[src/pbamux_params.svh]
`ifndef PBAMUX_PARAMS_SVH
`define PBAMUX_PARAMS_SVH
// Pin positions within port B
`define PBAMUX_PIN_SCK      3'h7
`define PBAMUX_PIN_MISO     3'h6
`define PBAMUX_PIN_MOSI     3'h5
`define PBAMUX_PIN_SSEL     3'h4
`define PBAMUX_PIN_CMP0A    3'h3
`define PBAMUX_PIN_IRQ2     3'h2
`define PBAMUX_PIN_DIVIDED_CLOCK_OUT     3'h1
`define PBAMUX_PIN_XCK      3'h0
// Pin-change source number of pin 0
`define PBAMUX_PCSRC_BASE   8'h08
// Reset values
`define PBAMUX_RST_PIN_OUT  8'h00
`define PBAMUX_RST_PIN_OE   8'h00
`endif

[src/pbamux_pkg.sv]
package pbamux_pkg;
   // Per-pin override bundle
   typedef struct packed {
      logic pullupOvrEn;
      logic pullupOvrVal;
      logic dirOvrEn;
      logic dirOvrVal;
      logic valOvrEn;
      logic valOvrVal;
      logic inEnOvrEn;
      logic inEnOvrVal;
   } pbamux_ovr_t;
   // Serial interface role
   typedef enum logic [2:0] {
      PBAMUX_SPI_OFF    = 3'b001,
      PBAMUX_SPI_SLAVE  = 3'b010,
      PBAMUX_SPI_MASTER = 3'b100
   } pbamux_spi_t;
endpackage

[src/pbamux_pin_cell.sv]
`timescale 1ns/10ps
// One port pin: resolves overrides into driver, pull-up and input enable
module pbamux_pin_cell (
   input  wire logic                  clk,
   input  wire logic                  rst,
   input  wire logic                  dirBit,
   input  wire logic                  outBit,
   input  wire logic                  pullupGlobalDisable,
   input  wire logic                  sleepInputDisable,
   input  wire pbamux_pkg::pbamux_ovr_t ovr,
   input  wire logic                  padIn,
   output logic                       padOut,
   output logic                       padOe,
   output logic                       pullupOn,
   output logic                       inputEnable,
   output logic                       syncIn
);
   import pbamux_pkg::*;
   logic padMeta_ff;
   logic padSync_ff;
   logic nxt_padOut;
   logic nxt_padOe;
   assign nxt_padOe = ovr.dirOvrEn ? ovr.dirOvrVal : dirBit;
   assign nxt_padOut = ovr.valOvrEn ? ovr.valOvrVal : outBit;
   assign pullupOn = ovr.pullupOvrEn ? ovr.pullupOvrVal
                   : (outBit & ~nxt_padOe & ~pullupGlobalDisable);
   assign inputEnable = ovr.inEnOvrEn ? ovr.inEnOvrVal : ~sleepInputDisable;
   // Registered pad drive
   always_ff @(posedge clk) begin
      if (rst) begin
         padOut <= 1'b0;
         padOe  <= 1'b0;
      end else begin
         padOut <= nxt_padOut;
         padOe  <= nxt_padOe;
      end
   end
   // Two-flop pad synchroniser
   always_ff @(posedge clk) begin
      if (rst) begin
         padMeta_ff <= 1'b0;
         padSync_ff <= 1'b0;
      end else begin
         padMeta_ff <= padIn;
         padSync_ff <= padMeta_ff;
      end
   end
   // Input buffer gate, after the raw pad has passed both flops
   assign syncIn = padSync_ff & inputEnable;
endmodule

[src/pbamux_port_b.sv]
`timescale 1ns/10ps
`include "pbamux_params.svh"
module pbamux_port_b (
   clk,
   rst,
   dirBits,
   outBits,
   pullupGlobalDisable,
   sleepInputDisable,
   serialIfEnable,
   serialIfMasterSel,
   sckOut,
   spiSlaveDataOut,
   spiMasterDataOut,
   timer3CmpBOut,
   timer3CmpBEnable,
   timer3CmpAOut,
   timer3CmpAEnable,
   timer0CmpBOut,
   timer0CmpBEnable,
   timer0CmpAOut,
   timer0CmpAEnable,
   extIrq2Enable,
   pinChangeMask,
   pinChangeGroup1En,
   clockOutFuse,
   dividedClock,
   usart0SyncMode,
   usart0ClockOut,
   padIn,
   padOut,
   padOe,
   pullupOn,
   inputEnable,
   pinIn,
   sckIn,
   spiMasterDataIn,
   spiSlaveDataIn,
   spiSlaveSelected,
   spiMode,
   timer3CaptureIn,
   extIrq2In,
   timer1CountIn,
   timer0CountIn,
   usart0ExtClockIn,
   usart0ClockDrive,
   pinChangeSrc
);
   import pbamux_pkg::*;
   input  wire logic        clk;
   input  wire logic        rst;
   input  wire logic [7:0]  dirBits;
   input  wire logic [7:0]  outBits;
   input  wire logic        pullupGlobalDisable;
   input  wire logic        sleepInputDisable;
   input  wire logic        serialIfEnable;
   input  wire logic        serialIfMasterSel;
   input  wire logic        sckOut;
   input  wire logic        spiSlaveDataOut;
   input  wire logic        spiMasterDataOut;
   input  wire logic        timer3CmpBOut;
   input  wire logic        timer3CmpBEnable;
   input  wire logic        timer3CmpAOut;
   input  wire logic        timer3CmpAEnable;
   input  wire logic        timer0CmpBOut;
   input  wire logic        timer0CmpBEnable;
   input  wire logic        timer0CmpAOut;
   input  wire logic        timer0CmpAEnable;
   input  wire logic        extIrq2Enable;
   input  wire logic [7:0]  pinChangeMask;
   input  wire logic        pinChangeGroup1En;
   input  wire logic        clockOutFuse;
   input  wire logic        dividedClock;
   input  wire logic        usart0SyncMode;
   input  wire logic        usart0ClockOut;
   input  wire logic [7:0]  padIn;
   output logic [7:0]       padOut;
   output logic [7:0]       padOe;
   output logic [7:0]       pullupOn;
   output logic [7:0]       inputEnable;
   output logic [7:0]       pinIn;
   output logic             sckIn;
   output logic             spiMasterDataIn;
   output logic             spiSlaveDataIn;
   output logic             spiSlaveSelected;
   output pbamux_spi_t      spiMode;
   output logic             timer3CaptureIn;
   output logic             extIrq2In;
   output logic             timer1CountIn;
   output logic             timer0CountIn;
   output logic             usart0ExtClockIn;
   output logic             usart0ClockDrive;
   output logic [15:8]      pinChangeSrc;

   pbamux_ovr_t ovr [7:0];
   pbamux_spi_t spiMode_ff;
   pbamux_spi_t nxt_spiMode;
   logic        spiSlave;
   logic        spiMaster;
   logic [7:0]  cellOut;
   logic [7:0]  cellOe;
   logic [7:0]  syncIn;
   logic        clkoActive;
   logic        slaveSel_ff;

   // Role decode
   always_comb begin
      nxt_spiMode = PBAMUX_SPI_OFF;
      if (serialIfEnable) begin
         nxt_spiMode = serialIfMasterSel ? PBAMUX_SPI_MASTER : PBAMUX_SPI_SLAVE;
      end
   end

   // Role register
   always_ff @(posedge clk) begin
      if (rst) begin
         spiMode_ff <= PBAMUX_SPI_OFF;
      end else begin
         spiMode_ff <= nxt_spiMode;
      end
   end
   assign spiMode = spiMode_ff;

   // Role flags from the state
   always_comb begin
      spiSlave  = 1'b0;
      spiMaster = 1'b0;
      case (spiMode_ff)
         PBAMUX_SPI_SLAVE:  spiSlave = 1'b1;
         PBAMUX_SPI_MASTER: spiMaster = 1'b1;
         PBAMUX_SPI_OFF:    spiSlave = 1'b0;
         default:           spiSlave = 1'b0;
      endcase
   end

   // Override table for the eight pins
   always_comb begin
      for (int i = 0; i < 8; i++) begin
         ovr[i] = '0;
         ovr[i].inEnOvrEn  = pinChangeMask[i] & pinChangeGroup1En;
         ovr[i].inEnOvrVal = 1'b1;
      end
      ovr[`PBAMUX_PIN_SCK].dirOvrEn = spiSlave;
      ovr[`PBAMUX_PIN_SCK].pullupOvrEn  = spiSlave;
      ovr[`PBAMUX_PIN_SCK].pullupOvrVal = outBits[7] & ~pullupGlobalDisable;
      ovr[`PBAMUX_PIN_SCK].valOvrEn  = spiMaster | timer3CmpBEnable;
      ovr[`PBAMUX_PIN_SCK].valOvrVal = spiMaster ? sckOut : timer3CmpBOut;
      ovr[`PBAMUX_PIN_MISO].dirOvrEn = spiMaster;
      ovr[`PBAMUX_PIN_MISO].pullupOvrEn  = spiMaster;
      ovr[`PBAMUX_PIN_MISO].pullupOvrVal = outBits[6] & ~pullupGlobalDisable;
      ovr[`PBAMUX_PIN_MISO].valOvrEn  = spiSlave | timer3CmpAEnable;
      ovr[`PBAMUX_PIN_MISO].valOvrVal = spiSlave ? spiSlaveDataOut : timer3CmpAOut;
      ovr[`PBAMUX_PIN_MOSI].dirOvrEn = spiSlave;
      ovr[`PBAMUX_PIN_MOSI].pullupOvrEn  = spiSlave;
      ovr[`PBAMUX_PIN_MOSI].pullupOvrVal = outBits[5] & ~pullupGlobalDisable;
      ovr[`PBAMUX_PIN_MOSI].valOvrEn  = spiMaster;
      ovr[`PBAMUX_PIN_MOSI].valOvrVal = spiMasterDataOut;
      ovr[`PBAMUX_PIN_SSEL].dirOvrEn = spiSlave;
      ovr[`PBAMUX_PIN_SSEL].pullupOvrEn  = spiSlave;
      ovr[`PBAMUX_PIN_SSEL].pullupOvrVal = outBits[4] & ~pullupGlobalDisable;
      ovr[`PBAMUX_PIN_SSEL].valOvrEn  = timer0CmpBEnable;
      ovr[`PBAMUX_PIN_SSEL].valOvrVal = timer0CmpBOut;
      ovr[`PBAMUX_PIN_CMP0A].valOvrEn  = timer0CmpAEnable;
      ovr[`PBAMUX_PIN_CMP0A].valOvrVal = timer0CmpAOut;
      ovr[`PBAMUX_PIN_IRQ2].inEnOvrEn = extIrq2Enable | ovr[`PBAMUX_PIN_IRQ2].inEnOvrEn;
      ovr[`PBAMUX_PIN_DIVIDED_CLOCK_OUT].dirOvrEn  = clockOutFuse;
      ovr[`PBAMUX_PIN_DIVIDED_CLOCK_OUT].dirOvrVal = clockOutFuse;
      ovr[`PBAMUX_PIN_DIVIDED_CLOCK_OUT].valOvrEn  = clockOutFuse;
      ovr[`PBAMUX_PIN_DIVIDED_CLOCK_OUT].valOvrVal = dividedClock;
      // USART clock drives in sync mode when direction set
      ovr[`PBAMUX_PIN_XCK].valOvrEn  = usart0SyncMode & dirBits[0];
      ovr[`PBAMUX_PIN_XCK].valOvrVal = usart0ClockOut;
   end

   // Per-pin resolution cells
   genvar g;
   generate
      for (g = 0; g < 8; g++) begin : gPin
         pbamux_pin_cell uCell (
            .clk                 (clk),
            .rst                 (rst),
            .dirBit              (dirBits[g]),
            .outBit              (outBits[g]),
            .pullupGlobalDisable (pullupGlobalDisable),
            .sleepInputDisable   (sleepInputDisable),
            .ovr                 (ovr[g]),
            .padIn               (padIn[g]),
            .padOut              (cellOut[g]),
            .padOe               (cellOe[g]),
            .pullupOn            (pullupOn[g]),
            .inputEnable         (inputEnable[g]),
            .syncIn              (syncIn[g])
         );
      end
   endgenerate

   // clock pin bypasses reset while fused
   assign clkoActive = clockOutFuse;
   always_comb begin
      padOut = cellOut;
      padOe  = cellOe;
      if (clkoActive) begin
         padOut[`PBAMUX_PIN_DIVIDED_CLOCK_OUT] = dividedClock;
         padOe[`PBAMUX_PIN_DIVIDED_CLOCK_OUT]  = 1'b1;
      end
   end

   always_ff @(posedge clk) begin
      if (rst) begin
         slaveSel_ff <= 1'b0;
      end else begin
         slaveSel_ff <= spiSlave & ~syncIn[`PBAMUX_PIN_SSEL];
      end
   end
   assign spiSlaveSelected = slaveSel_ff;

   // Peripheral inputs from synchronised pads
   assign pinIn           = syncIn;
   assign sckIn           = syncIn[`PBAMUX_PIN_SCK];
   assign spiMasterDataIn = syncIn[`PBAMUX_PIN_MISO];
   assign spiSlaveDataIn  = syncIn[`PBAMUX_PIN_MOSI];
   assign timer3CaptureIn = syncIn[`PBAMUX_PIN_MOSI];
   assign extIrq2In       = syncIn[`PBAMUX_PIN_IRQ2];
   assign timer1CountIn   = syncIn[`PBAMUX_PIN_DIVIDED_CLOCK_OUT];
   assign timer0CountIn   = syncIn[`PBAMUX_PIN_XCK];
   // USART clock gated by sync mode
   assign usart0ExtClockIn = usart0SyncMode & ~dirBits[0] & syncIn[`PBAMUX_PIN_XCK];
   assign usart0ClockDrive = usart0SyncMode & dirBits[0];
   assign pinChangeSrc = syncIn;
endmodule

[config.mk]
export PLATFORM = sky130hd
export DESIGN_NAME = pbamux_port_b
export DESIGN_NICKNAME = d
export VERILOG_FILES = /design/src/pbamux_pkg.sv /design/src/pbamux_pin_cell.sv /design/src/pbamux_port_b.sv
export VERILOG_INCLUDE_DIRS = /design/src /design/src/src
export SDC_FILE = /design/constraint.sdc
export NUM_CORES = 1
export LEC_CHECK = 0
export ABC_AREA = 1
export BUFFER_PORTS_ARGS = -buffer_cell sky130_fd_sc_hd__buf_4
export CAP_MARGIN = 20
export CORE_ASPECT_RATIO = 0.8
export CORE_UTILIZATION = 40
export DETAILED_ROUTE_END_ITERATION = 8
export PLACE_DENSITY = 0.74
export SYNTH_ARGS = -nofsm -noshare
export SYNTH_HDL_FRONTEND = slang
export SYNTH_HIERARCHICAL = 1
export SYNTH_SLANG_ARGS = --single-unit
[constraint.sdc]
create_clock -name clk -period 1.19 [get_ports clk]
set_clock_uncertainty 0.05 [all_clocks]
set_input_delay 0.238 -clock clk [delete_from_list [all_inputs] [get_ports clk]]
set_output_delay 0.238 -clock clk [all_outputs]
set_load 0.02 [all_outputs]
=== After elaboration in Yosys (flattened, before gate mapping) ===
Index checks and enable logic that the tools add are counted.

* Register bits: 36
* Input port bits: 55
* Output and inout bits: 61
* Logic and storage cells: 123

* Equality and inequality tests: 2
* Mux-type cells: 31
* Bitwise gates (word level): 55
* Reduce and logical (&&, ||, !) cells: 1

{| class="wikitable"
|+ Operator list
! cell !! count
|-
| AND 1 bit || 40
|-
| 2-to-1 mux 1 bit || 30
|-
| inverter 1 bit || 12
|-
| == test 3 x 2 -> 1 bit, second input constant || 1
|-
| == test 3 bit, second input constant || 1
|-
| 2-to-1 mux 3 bit || 1
|-
| bitwise OR 1 bit || 3
|-
| OR reduction 2 bit || 1
|}

=== Longest topological paths before layout ===
Gate-level depths: netlist (run 1).

* Word-level depth: 7
* Mapped depth: 9
* Mapped depth without buffers: 8

=== Hierarchy ===
Netlist (run 1), hierarchy kept.

{| class="wikitable"
|+ Modules (own cells, without submodules)
! module !! instances !! cells an instance !! area an instance (µm²) !! sequential area each (µm²)
|-
| pbamux_pin_cell || 8 || 31 || 183.9 || 80.1
|-
| pbamux_port_b || 1 || 91 || 544.3 || 80.1
|}

=== Worst setup path before layout (run 1) ===
No wires, ideal clock.

* Path kind: input -> output
* From: in pinChangeGroup1En
* To: out usart0ExtClockIn
* Arrival time: 1.394 ns
* Required time: 0.902 ns
* Setup slack: -0.492 ns
* Stages: 9
* Buffers on the path: 1
* Cells stage by stage: buf_2 nand2_1 inv_1 inv_1 nand2_1 o21ai_1 nor2_1 nand2_1 nor2_1

{| class="wikitable"
|+ RTL lines
! item !! RTL line !! source
|-
| from (decl) || pbamux_port_b.sv:71 || <nowiki>input wire logic pinChangeGroup1En;</nowiki>
|-
| to (decl) || pbamux_port_b.sv:91 || <nowiki>output logic usart0ExtClockIn;</nowiki>
|}

==> results of run 1 <==
==> state kept, by name, summed over array words and instances (netlist names) <==
| name | cells |
|---|---|
| spiSlaveSelected | 1 |
| gPin.uCell/padSync_ff | 8 |
| gPin.uCell/padOut | 8 |
| spiMode | 3 |
| gPin.uCell/padMeta_ff | 8 |
| gPin.uCell/padOe | 8 |
==> cell usage in the layout, fill, tap and decap left out, types with 3 or more instances in the layout <==
master and instances:
a21oi_1 8, inv_2 31, dfxtp_2 7, nand2_1 73, buf_4 109, nor2_4 9, nand2_2 20, o21ai_4 5
clkbuf_8 5, inv_4 3, nor2_1 36, nand2_4 4, nor2_2 3, o21ai_2 4, buf_6 42, dfxtp_4 3
conb_1 36, dfxtp_1 26, inv_1 68
==> worst max-delay path: cells and delay by family, from the launching register on <==
| family | cells | cell delay [ns] |
|---|---|---|
| buf+inv | 4 | 0.35 |
| flops | 1 | 0.35 |
| simple gates | 5 | 0.37 |
==> synth_stat cells, types with 2 or more instances <==
cell type,instances
inv_1,101
dfxtp_1,36
nand4_1,2
nor2_1,48
o21ai_1,8
nand3_2,2
buf_4,29
a21oi_1,8
nand2_1,97
conb_1,2
==> power breakdown <==
part	switching [mW]	total [mW]	internal, mW
combinational	0.499	0.991	0.492
sequential	0.0229	1.29	1.27
clock	0.449	0.856	0.408
==> per-stage QoR <==
step	hold WS, ns	power, mW	utilization	TNS [ns]
floorplan	0.251	1.79	-	-0.749
global placement	0.338	2.12	0.680	-2.69
detailed placement	0.347	2.14	0.680	-3.06
CTS	0.0487	3.10	0.758	-3.44
global route	0.0484	3.32	0.787	-5.39
finish	0.0555	3.14	0.787	-3.68
==> cell families after synthesis <==
logic type	count (synthesis)	share of synthesized area
buffers and inverters	132	0.300
DFF	36	0.358
other	2	0.00373
AOI/OAI and AO/OA	18	0.0459
and+or+nand+nor	151	0.292
==> what timing repair did <==
action / CTS / global route
cloned: 1 / 0
buffers inserted: 11 / 6
pin swaps: 21 / 13
setup endpoints to repair: 37 / 44
hold buffers: 0 / 0
gates resized for setup: 68 / 41
==> how the worst max path moves through the flow <==
| stage | from | endpoint | slack, ns |
|---|---|---|---|
| 2_1_floorplan | pinChangeGroup1En | usart0ExtClockIn | -0.13 |
| 5_1_grt | spiMode[0] | pullupOn[7] | -0.50 |
| 4_1_cts | spiMode[0] | pullupOn[7] | -0.44 |
| 3_5_place_dp | spiMode[0] | pullupOn[4] | -0.14 |
| 6_report | spiMode[0] | pullupOn[7] | -0.44 |
| 3_3_place_gp | pinChangeGroup1En | usart0ExtClockIn | -0.13 |
==> cell type report <==
type | instances | area, um^2
inverter | 102 | 395
sequential | 36 | 741
clock inverter | 3 | 18.8
timing repair inverter | 1 | 6.26
fill | 332 | 1000
timing repair buffer | 154 | 1350
clock buffer | 5 | 68.8
multi-input combinational | 205 | 1050
tap | 60 | 75.1
==> routing by layer <==
| metal | track usage | vias up | part of all wire |
|---|---|---|---|
| li1 | - | 1212 | - |
| met1 | 0.206 | 981 | 0.36 |
| met2 | 0.386 | 82 | 0.53 |
| met4 | 0.0714 | 0 | 0.0077 |
| met5 | 0 | - | 0 |
| met3 | 0.0681 | 5 | 0.097 |
==> results.cfg, run 1 <==
[floorplan]
initial_utilization = 0.428
chipHeight_um = 65.5
io_pins = 116
fp.dieW_um = 81.4
core_area_um2 = 4710
rows = 22
dieArea_um2 = 5330

[final_layout]
design_area_um2 = 3700
layout.cells.non_filler = 566
area_growth_syn_to_layout_pct = 83.8
drive_gt1_frac = 0.504
nets = 560
antenna_cells = 0

[global_routing]
antenna_found_initial = 0
grt_pass1_wl_um = 8380
grt_max_degree = 24
grt_use_total = 0.205
grt.overflow.total = 0
grt_pass1_vias = 2095

[hold_path]
hold_path.class = primary input to register
hold_depth = 2
hold_start = serialIfMasterSel
min_to = spiMode[1]

[timing]
fin_crit_sh = 1.37
clock.fmax_mhz = 613
rsz0062_at_grt = true
finalMaxSlewViolations = 0
min_period_ns = 1.63
finalHoldViolCount = 0
finalSetupViolCount = 36
finalWorstSetupSlack_ns = -0.442

[placement]
place_ws_ns = -0.138
place.gp.congestion = 0.784
placed_area_um2 = 3200
port_buffers = 115
hpwl_um = 3720
placed_cells = 542

[clock_tree]
cts_sinks = 36
cts_buffers = 5
cts.root.buffer_cell = clkbuf_8
cts-htree-levels = 2
clockBufferDepth = 2
path_clk_slew_ns = 0.07
cts_tree = built
clk_latency_ns = 0.29

[yosys]
synth_ff_type = dfxtp_1
synth_cells = 339
synth_seq_cells = 36
syn-cell-area_um2 = 2020
synth_cell_types = 16
async_reset_ff_frac = 0
yosysTopAreaCellShare = 0.358
yosys.area.top_type = dfxtp_1
synth_edf_count = 0
ys_seq_area_frac = 0.358
ys_warn_count = 6
ys_top_cells_by_area = dfxtp_1 (36%), inv_1 (19%), nand2_1 (18%)
syn_avg_cell_area_um2 = 5.95

[outcome]
violations = setup timing
status = complete, but fails checks

[critical_path]
reg2reg_from = spiMode[0]
crit_fanout = 6
cp.required_ns = 0.90
reg2reg_depth = 12
critPathLaunchType = register
crit_top_cell = nand2_2
cp-end-kind = output pin
slowest_stage = dfxtp_4
crit_chain = inv_4 -> nand3_4 -> inv_8 -> inv_2 -> nand2_2 -> nand2_2 -> nand2_2 -> nand2_2 -> buf_6
r2r_slack_ns = -0.40
max_stage_delay_ns = 0.35
timing.rr.end = gPin[7].uCell/padOe
path_class = register to output pin
worstPathArrival_ns = 1.34

[routing]
firstDrtPassIters = 4
vias_per_cell = 4.03
wl_um = 5460
drt_iter0_drc = 73
drc_errors = 0
ant_nets = 0
wl_per_cell_um = 9.64
vias = 2280

[job]
drv_cap = 0

[power]
p_leak_nw = 2.09
ir_drop_mv = 0.548
pwr_density_cell_nw_per_um2 = 847
No activity file was read; power rests on OpenSTA's default activity.
==> run 2, diff against run 1 <==
- CORE_UTILIZATION: 40 -> 37
- PLACE_DENSITY: 0.74 -> 0.72
- SYNTH_HIERARCHICAL: 1 -> default
==> results.cfg, run 2 <==
[final_layout]
final_cell_mix = buf_4 (101), nor2_1 (43), nand2_1 (34), inv_1 (29), dfxtp_1 (27)
area_growth_syn_to_layout_pct = 53.5
layout.cells.non_filler = 368
design_area_um2 = 2630
nets = 365
layout_commonest_cell = buf_4
antenna_cells = 0
drive_gt1_frac = 0.531

[placement]
placed_area_um2 = 2350
hpwl_um = 2850
place.gp.congestion = 0.710
port_buffers = 115
placed_cells = 355

[power]
combPwrFrac = 0.229
ir_drop_mv = 0.719
p_int_mw = 2.06
p_leak_nw = 1.40
clock_power_share = 0.313
pwr_density_cell_nw_per_um2 = 1070
power_switching_uw = 753
p_seq_frac = 0.458
switching_share = 0.268

[outcome]
status = complete, but fails checks
violations = setup timing

[critical_path]
worstPathArrival_ns = 1.16
path_class = register to output pin
crit_chain = inv_2 -> nand3_4 -> nand2_2 -> nand2_2 -> nor2_1 -> buf_4
critPathLaunchType = register
path_buf_inv = 2
cp.required_ns = 0.90
crit_top_cell = nand2_2
cp-end-kind = output pin
crit_fanout = 4
path_delay_family = flip-flops
max_stage_delay_ns = 0.36
crit_start = spiMode[0]
reg2reg_from = spiMode[0]
slowest_stage = dfxtp_4

[yosys]
ys_top_cells_by_area = dfxtp_1 (42%), buf_4 (22%), nor2_1 (9.4%)
synth_cells = 232
async_reset_ff_frac = 0
synth_seq_cells = 36
syn_avg_cell_area_um2 = 7.38
ys_seq_area_frac = 0.421
yosys.area.top_type = dfxtp_1
synth_most_common_cell = buf_4
syn_nets = 287
yosysTopAreaCellShare = 0.421
synth_top_cells_by_count = buf_4 (50), nor2_1 (43), nand2_1 (40)
ys_warn_count = 0
synth_cell_types = 20
synth_edf_count = 0
synth_ff_type = dfxtp_1
syn-cell-area_um2 = 1710

[routing]
vias = 1529
wl_per_cell_um = 10.4
ant_nets = 0
drt_iter0_drc = 31
drc_errors = 0
vias_per_cell = 4.15
wl_um = 3820
firstDrtPassIters = 4

[timing]
min_period_ns = 1.45
slew_headroom = 0.856
fin_crit_sh = 1.22
clock.fmax_mhz = 689
finalMaxSlewViolations = 0
finalWorstSetupSlack_ns = -0.261
finalSetupViolCount = 25
finalHoldViolCount = 0
rsz0062_at_grt = true
worst_pin_slew_ns = 0.214

[clock_tree]
cts_buffers = 5
cts.root.buffer_cell = clkbuf_8
cts-htree-levels = 2
cts_sinks = 36
clk_latency_ns = 0.28
path_clk_slew_ns = 0.07
clockBufferDepth = 2
cts_tree = built

[floorplan]
chipHeight_um = 62.8
dieArea_um2 = 4900
io_pins = 116
core_area_um2 = 4310
initial_utilization = 0.397
rows = 21
fp.dieW_um = 78.0

[global_routing]
grt_use_total = 0.166
grt_most_used_layer = met2
grt_max_degree = 17
grt.met3_usage = 0.0657
grt_pass1_vias = 1456
use_met1 = 0.179
use_met2 = 0.294
antenna_found_initial = 0
grt_pass1_wl_um = 6390
grt.overflow.total = 0

[hold_path]
hold_path.class = primary input to register
hold_start = serialIfMasterSel

[job]
drv_cap = 0
run 2: cell types whose count changed after synthesis, moves of 2 or more:
| cell | change |
|---|---|
| a21boi_0 | +3 |
| a21boi_1 | +3 |
| a21oi_1 | -4 |
| buf_4 | +21 |
| conb_1 | -2 |
| inv_1 | -69 |
| inv_2 | +2 |
| nand2_1 | -57 |
| nand2_2 | +2 |
| nand3b_1 | +2 |
| nand4_1 | -2 |
| nor2_1 | -5 |
| nor3_1 | +3 |
| o21ai_1 | -5 |
run 2: worst paths after layout:
kind	slack, ns	depth (start not counted)	end
worst max-delay path	-0.26	6	pullupOn[7]
worst min-delay path	0.06	2	spiMode[1]
worst max register to register	0.11	7	gPin[6].uCell.padOut
worst min register to register	0.34	2	gPin[4].uCell.padSync_ff
run 2: final cells by class:
| type | instances | area [um^2] |
|---|---|---|
| fill | 376 | 1680 |
| timing repair buffer | 124 | 1020 |
| sequential | 36 | 739 |
| multi-input combinational | 108 | 572 |
| inverter | 35 | 134 |
| clock buffer | 7 | 86.3 |
| tap | 57 | 71.3 |
| clock inverter | 1 | 7.51 |
run 2: kinds of logic (layout without fill, tap and decap cells):
logic type,count (synthesis),count (layout),share of synthesized area
buf+inv,88,167,0.304
flops,36,36,0.421
simple gates,93,93,0.220
compound gates,15,15,0.0548
run 2: metrics by stage:
stage	utilization	worst slack [ns]	hold WS [ns]	power (mW)	setup TNS (ns)
floorplan	-	0.00797	0.253	1.70	0
global placement	0.546	0.0325	0.339	1.91	0
detailed placement	0.546	0.00373	0.343	1.92	0
CTS	0.600	-0.278	0.0449	2.83	-2.37
global route	0.610	-0.357	0.0557	2.97	-3.54
finish	0.610	-0.261	0.0590	2.81	-2.05
run 2: timing repair:
| item | 4_1_cts | 5_1_grt |
|---|---|---|
| setup buffers | 3 | 2 |
| hold buffers | 0 | 0 |
| hold endpoints to repair | 0 | 0 |
| setup endpoints to repair | 25 | 29 |
| pin swaps | 3 | 7 |
| gates resized for setup | 35 | 12 |
| cloned | 0 | 0 |
run 2: power by group through the flow:
stage / combinational, mW / clock (mW) / sequential, mW
after floorplan: 0.383 / 0 / 1.32
after global placement: 0.597 / 0 / 1.31
after detailed placement: 0.601 / 0 / 1.31
after CTS: 0.636 / 0.910 / 1.29
after global routing: 0.700 / 0.980 / 1.29
final: 0.644 / 0.881 / 1.29
run 2: metal layers:
layer | vias to the layer above | wire length, um
met1 | 650 | 1530
met4 | 0 | 52
li1 | 793 | -
met5 | - | 0
met3 | 7 | 423
met2 | 79 | 1820
